$ cat src/pkg/dds_pkg.sv
package dds_pkg;
    localparam int DDS_ACC_W = 28;
    localparam int DDS_PHASE_W = 12;
    localparam int DDS_AMP_W = 10;
    localparam int DDS_APB_AW = 8;
    localparam int DDS_FIFO_DEPTH = 16;

    localparam logic [7:0] DDS_OFS_TUNING_A = 8'h00;
    localparam logic [7:0] DDS_OFS_TUNING_B = 8'h04;
    localparam logic [7:0] DDS_OFS_OFFSET_A = 8'h08;
    localparam logic [7:0] DDS_OFS_OFFSET_B = 8'h0c;
    localparam logic [7:0] DDS_OFS_CONTROL = 8'h10;
    localparam logic [7:0] DDS_OFS_STATUS = 8'h14;
    localparam logic [7:0] DDS_OFS_ACCUM = 8'h18;

    localparam int DDS_CTL_W = 7;
    localparam int DDS_CTL_TUNING_SELECT_BIT = 0;
    localparam int DDS_CTL_OFFSET_SELECT_BIT = 1;
    localparam int DDS_CTL_PIN_CONTROL = 2;
    localparam int DDS_CTL_SOFT_RESET = 3;
    localparam int DDS_CTL_LOGIC_OUTPUT_ENABLE = 4;
    localparam int DDS_CTL_LOGIC_OUTPUT_SOURCE = 5;
    localparam int DDS_CTL_MODE = 6;

    localparam logic [6:0] DDS_CTL_RESET = 7'h00;
    localparam logic [27:0] DDS_TUNING_RESET = 28'h0000000;
    localparam logic [11:0] DDS_OFFSET_RESET = 12'h000;
    localparam logic [9:0] DDS_AMP_MIDSCALE = 10'h200;
    localparam logic [9:0] DDS_AMP_PEAK = 10'h1ff;
    localparam logic [11:0] DDS_HALF_SPAN = 12'h800;
endpackage : dds_pkg

$ cat src/hdl/dds_core.sv
// What this block does
// RULE_01: 28-bit phase accumulator wrapping modulo full range
// RULE_02: add active tuning word every clock the fifo is not full and no clear is active
// RULE_03: tuning word chosen by pin or bit
// RULE_04: switching tuning word keeps accumulator intact
// RULE_05: add one of two 12-bit offsets
// RULE_06: offset summed into accumulator top bits
// RULE_07: truncate phase to top 12 bits
// RULE_08: 12-bit phase drives parabolic sine approximation, 10-bit out
// RULE_09: enable and mode bits choose sine path
// RULE_10: offset chosen by pin or bit
// RULE_11: reset clears phase state, keeps registers
// RULE_12: pin held steady when bit selects
// RULE_13: logic output from msb or comparator
// RULE_14: all stages update on same edge
// RULE_15: offset sum wraps, never saturates
`timescale 1ns/1ps

////////////////////////////////////////////////////////////////////////////////
module dds_fifo #(
    parameter int WIDTH = dds_pkg::DDS_AMP_W,
    parameter int DEPTH = dds_pkg::DDS_FIFO_DEPTH
) (
    input wire logic clk_sys,
    input wire logic rst_b,
    input wire logic in_valid,
    input wire logic [WIDTH-1:0] in_data,
    output logic in_ready,
    output logic out_valid,
    output logic [WIDTH-1:0] out_data,
    input wire logic out_ready
);
    import dds_pkg::*;
    localparam int PW = $clog2(DEPTH);
    localparam int CW = $clog2(DEPTH + 1);

    typedef struct packed {
        logic [DEPTH-1:0][WIDTH-1:0] mem;
        logic [PW-1:0] wptr;
        logic [PW-1:0] rptr;
        logic [CW-1:0] count;
        logic out_valid;
        logic [WIDTH-1:0] out_data;
    } dds_fifo_state_t;

    dds_fifo_state_t st;
    dds_fifo_state_t next_st;
    logic push;
    logic pop;

    // output stage is a register so the dac side sees flop outputs
    assign in_ready = (st.count != CW'(DEPTH));
    assign out_valid = st.out_valid;
    assign out_data = st.out_data;

    always_comb begin
        next_st = st;
        push = in_valid && in_ready;
        pop = (st.count != '0) && (!st.out_valid || out_ready);
        if (out_ready) begin
            next_st.out_valid = 1'b0;
        end
        if (pop) begin
            next_st.out_valid = 1'b1;
            next_st.out_data = st.mem[st.rptr];
            next_st.rptr = (st.rptr == PW'(DEPTH - 1)) ? '0 : st.rptr + 1'b1;
        end
        if (push) begin
            next_st.mem[st.wptr] = in_data;
            next_st.wptr = (st.wptr == PW'(DEPTH - 1)) ? '0 : st.wptr + 1'b1;
        end
        if (push && !pop) begin
            next_st.count = st.count + 1'b1;
        end else if (pop && !push) begin
            next_st.count = st.count - 1'b1;
        end
    end

    always_ff @(posedge clk_sys or negedge rst_b) begin
        if (!rst_b) begin
            st <= '0;
        end else begin
            st <= next_st;
        end
    end
endmodule : dds_fifo

////////////////////////////////////////////////////////////////////////////////
module dds_core #(
    parameter int FIFO_DEPTH = dds_pkg::DDS_FIFO_DEPTH
) (
    input wire logic clk_sys,
    input wire logic rst_b,
    input wire logic [dds_pkg::DDS_APB_AW-1:0] paddr,
    input wire logic psel,
    input wire logic penable,
    input wire logic pwrite,
    input wire logic [31:0] pwdata,
    output logic [31:0] prdata,
    output logic pready,
    output logic pslverr,
    input wire logic tuning_select_pin,
    input wire logic offset_select_pin,
    input wire logic nco_reset_pin,
    input wire logic comparator_in,
    output logic logic_output,
    output logic dac_valid,
    output logic [dds_pkg::DDS_AMP_W-1:0] dac_data,
    input wire logic dac_ready
);
    import dds_pkg::*;

    typedef struct packed {
        logic [2:0] pin_meta;
        logic [2:0] pin_sync;
        logic cmp_meta;
        logic cmp_sync;
        logic [DDS_ACC_W-1:0] tuning_word_a;
        logic [DDS_ACC_W-1:0] tuning_word_b;
        logic [DDS_PHASE_W-1:0] phase_offset_a;
        logic [DDS_PHASE_W-1:0] phase_offset_b;
        logic [DDS_CTL_W-1:0] control;
        logic [DDS_ACC_W-1:0] acc;
        logic [DDS_PHASE_W-1:0] phase;
        logic phase_valid;
        logic [DDS_AMP_W-1:0] amp;
        logic amp_valid;
        logic logic_output;
        logic [31:0] prdata;
        logic pready;
        logic pslverr;
    } dds_state_t;

    dds_state_t st;
    dds_state_t next_st;
    logic fifo_in_ready;

    ////////////////////////////////////////////////////////////////////////////
    // parabolic half-wave shaping: a full 4096 entry table costs far more
    // area, the parabola stays within a few percent of a true sine
    function automatic logic [DDS_AMP_W-1:0] dds_sine(input logic [DDS_PHASE_W-1:0] p);
        logic [10:0] u;
        logic [11:0] w;
        logic [22:0] v;
        logic [9:0] a;
        u = p[10:0];
        w = DDS_HALF_SPAN - {1'b0, u};
        // widen both factors first so the product keeps all its bits
        v = 23'(u) * 23'(w);
        a = v[20:11];
        if (a > DDS_AMP_PEAK) begin
            a = DDS_AMP_PEAK;
        end
        dds_sine = p[11] ? (DDS_AMP_MIDSCALE - a) : (DDS_AMP_MIDSCALE + a);
    endfunction : dds_sine

    function automatic logic [DDS_AMP_W-1:0] dds_triangle(input logic [DDS_PHASE_W-1:0] p);
        dds_triangle = p[11] ? ~p[10:1] : p[10:1];
    endfunction : dds_triangle

    ////////////////////////////////////////////////////////////////////////////
    always_comb begin
        logic pin_mode;
        logic use_b;
        logic off_b;
        logic nco_clear;
        logic advance;
        logic [DDS_ACC_W-1:0] tw;
        logic [DDS_PHASE_W-1:0] po;
        logic apb_access;
        pin_mode = 1'b0;
        use_b = 1'b0;
        off_b = 1'b0;
        nco_clear = 1'b0;
        advance = 1'b0;
        tw = '0;
        po = '0;
        apb_access = 1'b0;
        next_st = st;

        // two-stage synchronisers for pins from outside the clock domain
        next_st.pin_meta = {nco_reset_pin, offset_select_pin, tuning_select_pin};
        next_st.pin_sync = st.pin_meta;
        next_st.cmp_meta = comparator_in;
        next_st.cmp_sync = st.cmp_meta;

        // apb: answer prepared in the setup cycle, so access lasts one cycle
        next_st.pready = 1'b0;
        next_st.pslverr = 1'b0;
        if (psel && !penable) begin
            next_st.pready = 1'b1;
            next_st.prdata = '0;
            case (paddr)
                DDS_OFS_TUNING_A: next_st.prdata = 32'(st.tuning_word_a);
                DDS_OFS_TUNING_B: next_st.prdata = 32'(st.tuning_word_b);
                DDS_OFS_OFFSET_A: next_st.prdata = 32'(st.phase_offset_a);
                DDS_OFS_OFFSET_B: next_st.prdata = 32'(st.phase_offset_b);
                DDS_OFS_CONTROL: next_st.prdata = 32'(st.control);
                DDS_OFS_STATUS: next_st.prdata = 32'({st.phase, st.amp});
                DDS_OFS_ACCUM: next_st.prdata = 32'(st.acc);
                default: next_st.pslverr = 1'b1;
            endcase
        end
        apb_access = psel && penable && st.pready && pwrite && !st.pslverr;
        if (apb_access) begin
            case (paddr)
                DDS_OFS_TUNING_A: next_st.tuning_word_a = pwdata[DDS_ACC_W-1:0];
                DDS_OFS_TUNING_B: next_st.tuning_word_b = pwdata[DDS_ACC_W-1:0];
                DDS_OFS_OFFSET_A: next_st.phase_offset_a = pwdata[DDS_PHASE_W-1:0];
                DDS_OFS_OFFSET_B: next_st.phase_offset_b = pwdata[DDS_PHASE_W-1:0];
                DDS_OFS_CONTROL: next_st.control = pwdata[DDS_CTL_W-1:0];
                default: next_st.control = st.control;
            endcase
        end

        // source of both selects: synchronised pins or control bits
        pin_mode = st.control[DDS_CTL_PIN_CONTROL];
        use_b = pin_mode ? st.pin_sync[0] : st.control[DDS_CTL_TUNING_SELECT_BIT]; // RULE_03
        off_b = pin_mode ? st.pin_sync[1] : st.control[DDS_CTL_OFFSET_SELECT_BIT]; // RULE_10
        tw = use_b ? st.tuning_word_b : st.tuning_word_a;
        po = off_b ? st.phase_offset_b : st.phase_offset_a;

        // pin or soft reset zeroes only the phase path, registers stay
        nco_clear = st.pin_sync[2] || st.control[DDS_CTL_SOFT_RESET];
        // a full fifo stalls the whole pipeline so no sample is dropped
        advance = fifo_in_ready;

        if (nco_clear) begin
            next_st.acc = '0; // RULE_11
            next_st.phase = '0; // RULE_11
            next_st.phase_valid = 1'b0;
            next_st.amp = DDS_AMP_MIDSCALE; // RULE_11
            next_st.amp_valid = 1'b1;
        end else if (advance) begin
            // selecting the other word only changes the increment
            next_st.acc = st.acc + tw; // RULE_01 RULE_02 RULE_04 RULE_14
            next_st.phase = st.acc[DDS_ACC_W-1 -: DDS_PHASE_W] + po; // RULE_05 RULE_06 RULE_07 RULE_15
            next_st.phase_valid = 1'b1;
            next_st.amp_valid = st.phase_valid;
            // triangle bypasses the parabolic sine shaping only with the logic output off
            if (st.control[DDS_CTL_MODE] && !st.control[DDS_CTL_LOGIC_OUTPUT_ENABLE]) begin // RULE_09
                next_st.amp = dds_triangle(st.phase);
            end else begin
                next_st.amp = dds_sine(st.phase); // RULE_08 RULE_14
            end
        end

        if (st.control[DDS_CTL_LOGIC_OUTPUT_ENABLE]) begin // RULE_13
            next_st.logic_output = st.control[DDS_CTL_LOGIC_OUTPUT_SOURCE]
                ? st.cmp_sync : st.acc[DDS_ACC_W-1]; // RULE_13
        end else begin
            next_st.logic_output = 1'b0;
        end
    end

    always_ff @(posedge clk_sys or negedge rst_b) begin
        if (!rst_b) begin
            st <= '0;
            st.control <= DDS_CTL_RESET;
            st.tuning_word_a <= DDS_TUNING_RESET;
            st.tuning_word_b <= DDS_TUNING_RESET;
            st.phase_offset_a <= DDS_OFFSET_RESET;
            st.phase_offset_b <= DDS_OFFSET_RESET;
            st.amp <= DDS_AMP_MIDSCALE;
        end else begin
            st <= next_st;
        end
    end

    ////////////////////////////////////////////////////////////////////////////
    dds_fifo #(
        .WIDTH(DDS_AMP_W),
        .DEPTH(FIFO_DEPTH)
    ) u_fifo (
        .clk_sys(clk_sys),
        .rst_b(rst_b),
        .in_valid(st.amp_valid),
        .in_data(st.amp),
        .in_ready(fifo_in_ready),
        .out_valid(dac_valid),
        .out_data(dac_data),
        .out_ready(dac_ready)
    );

    assign prdata = st.prdata;
    assign pready = st.pready;
    assign pslverr = st.pslverr;
    assign logic_output = st.logic_output;
endmodule : dds_core

$ cat config.mk
export PLATFORM = sky130hd
export DESIGN_NAME = dds_core
export DESIGN_NICKNAME = d
export VERILOG_FILES = /design/src/pkg/dds_pkg.sv /design/src/hdl/dds_core.sv
export SDC_FILE = /design/constraint.sdc
export NUM_CORES = 1
export LEC_CHECK = 0
export BUFFER_PORTS_ARGS = -buffer_cell sky130_fd_sc_hd__clkbuf_2
export CAP_MARGIN = 20
export CELL_PAD_IN_SITES_DETAIL_PLACEMENT = 1
export CELL_PAD_IN_SITES_GLOBAL_PLACEMENT = 2
export CORE_MARGIN = 2
export CORE_UTILIZATION = 43
export DETAILED_ROUTE_END_ITERATION = 10
export PLACE_DENSITY = 0.92
export SYNTH_ARGS = -nofsm -noshare
export SYNTH_HDL_FRONTEND = slang
export SYNTH_SLANG_ARGS = --single-unit
$ cat constraint.sdc
create_clock -name clk_sys -period 9.3 [get_ports clk_sys]
set_input_delay 1.395 -clock clk_sys [delete_from_list [all_inputs] [get_ports clk_sys]]
set_output_delay 1.395 -clock clk_sys [all_outputs]
set_load 0.02 [all_outputs]
==> run_results.csv <==
group,metric,value,unit
placed_design,post-place-ws,1.40,ns
logic_synthesis,synth_cell_types,84,
timing,min_period_over_period,0.872,
logic_synthesis,synthesis.area,23200,µm²
critical_path,cp_max_fo,10,
grt,grt_pass1_vias,18354,
floorplanning,fp.dieW,236,µm
pwr,leakagePower,12.1,nW
timing,hold_viol,0,
floorplanning,fp.coreArea,53600,µm²
logic_synthesis,synth-compound-area-share,0.0890,
final_layout,nNetsFinal,2322,
placed_design,port_buffers,87,
grt,grt_pass1_wl,104000,µm
critical_path,required,9.77,ns
logic_synthesis,muxShareOfSynthArea,0.205,
cts,hold_buffers,0,
placed_design,gp_congestion,0.816,
floorplanning,die-height,236,µm
logic_synthesis,async_flop_share,1.00,
logic_synthesis,synth-seq-area-share,0.390,
job,max_cap_violations,0,
pwr,power_density,222,nW/µm²
critical_path,cp.arrival,8.58,ns
logic_synthesis,synth_warnings,0,
detailed_routing,totalWireLength,64500,µm
detailed_routing,dr.first_iter.drc_count,941,
floorplanning,start_util,0.433,
timing,worst_slew_pin_slew,1.12,ns
timing,setup_viol,0,
pwr,max-vdd-ir-drop,305,µV
grt,track_usage,0.236,
grt,grt-ovfl-total,0,
detailed_routing,viasPerCell,5.81,
cts,cts_inserted_buffers,41,
cts,post_cts_buffers,0,
outcome,status,"finished clean",
critical_path,cpPeakStageDelay,0.54,ns
timing,rsz0062_at_grt,"no",
placed_design,placed_cells,2724,
grt,antenna_found_initial,0,
logic_synthesis,synth_fa_ha_area_frac,0.137,
critical_path,critPathSlowestCell,"fa_1",
final_layout,final_cell_area,25400,µm²
critical_path,crit_type,"flop to flop",
logic_synthesis,synth_edf_count,0,
final_layout,final_cells,2799,
cts,cts_tree,"built",
final_layout,regArea,9060,µm²
timing,drv_slew,0,
logic_synthesis,synth_seq_cells,362,
detailed_routing,drcViolationCount,0,
cts,worstSkewPairLatency,0.59,ns
critical_path,path_common_cell,"fa_1",
cts,root_buffer,"clkbuf_16",
logic_synthesis,synth-main-ff-cell,"dfrtp_1",
detailed_routing,num_vias,16274,
final_layout,multi_input_area,12800,µm²
placed_design,placed_area,23900,µm²
detailed_routing,dr.pass1.iters,5,
cts,clockBufferDepth,3,
grt,grt_max_degree,134,
critical_path,crit_path_end_kind,"flop",
logic_synthesis,syn_area_per_cell,11.2,µm²
timing,finalSetupTns,0,ns
cts,h-tree-depth,2,
logic_synthesis,syn_inst,2066,
final_layout,num_antenna_cells,0,
final_layout,syn2layout_area_growth,9.37,%
critical_path,startpoint_type,"flop",
cts,clkTransAtPathRegs,0.07,ns
placed_design,dp_hpwl,44300,µm
logic_synthesis,synth-simple-area-share,0.0977,
detailed_routing,ant_nets,0,
critical_path,r2r_setup_slack,1.19,ns
timing,fmax,123,MHz
detailed_routing,wire_per_inst,23.1,µm
worst_hold_path,timing.hold.worst.class,"flop to flop",
logic_synthesis,synth_top_family_by_area,"multiplexers",
floorplanning,die-area,55800,µm²
final_layout,n_fill_cell,5721,
floorplanning,rows,85,
final_layout,drive_gt1_frac,0.274,
timing,slew_headroom,0.254,
floorplanning,io_pins,96,
cts,cts_resized,0,
timing,fin_ws,1.19,ns
logic_synthesis,synthXorXnorAreaFrac,0.0207,
timing,skew,0.0425,ns
timing,period_minus_slack,8.11,ns
cts,cts.sinks,362,
-- cells in the mapped netlist, types with 12 or more instances --
master,number,share of area
dfrtp_1,361,0.39
mux2_2,316,0.15
nand2_1,132,0.021
inv_1,129,0.021
a21oi_1,122,0.026
ha_1,110,0.059
clkbuf_1,97,0.016
fa_1,90,0.078
nor2_1,88,0.014
o21ai_0,69,0.015
mux4_2,50,0.049
nor2b_1,46,0.012
buf_4,42,0.014
nand3_1,40,0.0086
nand2b_1,36,0.0097
xnor2_1,35,0.013
a21o_1,24,0.0078
a22oi_1,24,0.0078
nor3_1,23,0.0050
a221oi_1,18,0.0068
and2_1,18,0.0049
xor2_1,18,0.0068
nand4_1,13,0.0035
buf_1,12,0.0019
-- worst max-delay path, delay by kind of cell (launching register included) --
kind                     cells  cell delay, ns
adder cells (fa/ha/maj)      9            4.07
buffers and inverters        4            0.50
AND/OR/NAND/NOR              8            1.40
flip-flops                   1            0.35
AO/OA/AOI/OAI                7            1.64
-- metrics by stage --
step                hold WS (ns)  utilization  total power [mW]
detailed placement         0.336        0.447              3.92
finish                     0.347        0.473              5.63
global placement           0.339        0.447              3.76
global route               0.361        0.473              5.90
CTS                        0.350        0.473              5.67
floorplan                  0.331            -              3.42
-- logic make-up (layout without fill, tap and decap cells) --
group | count (synthesis) | after routing
adder cells (fa/ha/maj) | 200 | 200
AO/OA/AOI/OAI | 328 | 328
other | 2 | 13
multiplexers | 373 | 373
AND/OR/NAND/NOR | 453 | 453
flip-flops | 362 | 362
buffers and inverters | 294 | 320
XOR/XNOR | 54 | 54
-- sequential cells by signal (all words and copies together) (netlist names) --
signal            cells
next_st               4
u_fifo.out_valid      1
u_fifo.st           173
prdata               28
pslverr               1
st                  143
logic_output          1
u_fifo.out_data      10
pready                1
-- placed cells by master (no fill, tap or decap), drive strengths merged, types with 29 or more instances in the layout --
cell	n
a21oi	123
buf	29
clkbuf	149
dfrtp	361
fa	90
ha	110
inv	130
mux2	316
mux4	50
nand2	133
nand2b	36
nand3	40
nor2	89
nor2b	46
o21ai	73
xnor2	36
-- layer usage --
metal	wire length [µm]	global-route usage	share of wire	vias to the layer above
met3	2300	0.0355	0.036	113
met2	32900	0.417	0.51	334
li1	-	-	-	7209
met5	0	0	0	-
met1	26700	0.289	0.41	8618
met4	2590	0.0974	0.040	0
-- where the power goes --
group / total, mW / switching [mW] / internal (mW)
Clock: 1.72 / 0.686 / 1.03
Sequential: 2.27 / 0.316 / 1.95
Combinational: 1.64 / 0.808 / 0.833
-- cell type report --
class / instances / share of cell area
repair buffers: 115 / 0.0263
well taps: 696 / 0.0343
flip-flops and latches: 362 / 0.357
inverters: 131 / 0.0194
clock buffers: 63 / 0.0488
multi-input cells: 1421 / 0.506
clock inverters: 11 / 0.00774
-- final timing paths --
path,end,cells past startpoint,start
setup reg to reg,st[42],28,st[48]
hold / removal,st[177],0,next_st[177]
hold reg to reg,st[177],0,next_st[177]
max in group asynchronous,u_fifo.st[20],3,rst_b
setup / recovery,st[42],28,st[48]
min in group asynchronous,u_fifo.out_valid,1,rst_b
Power figures use the tool's default switching activity.
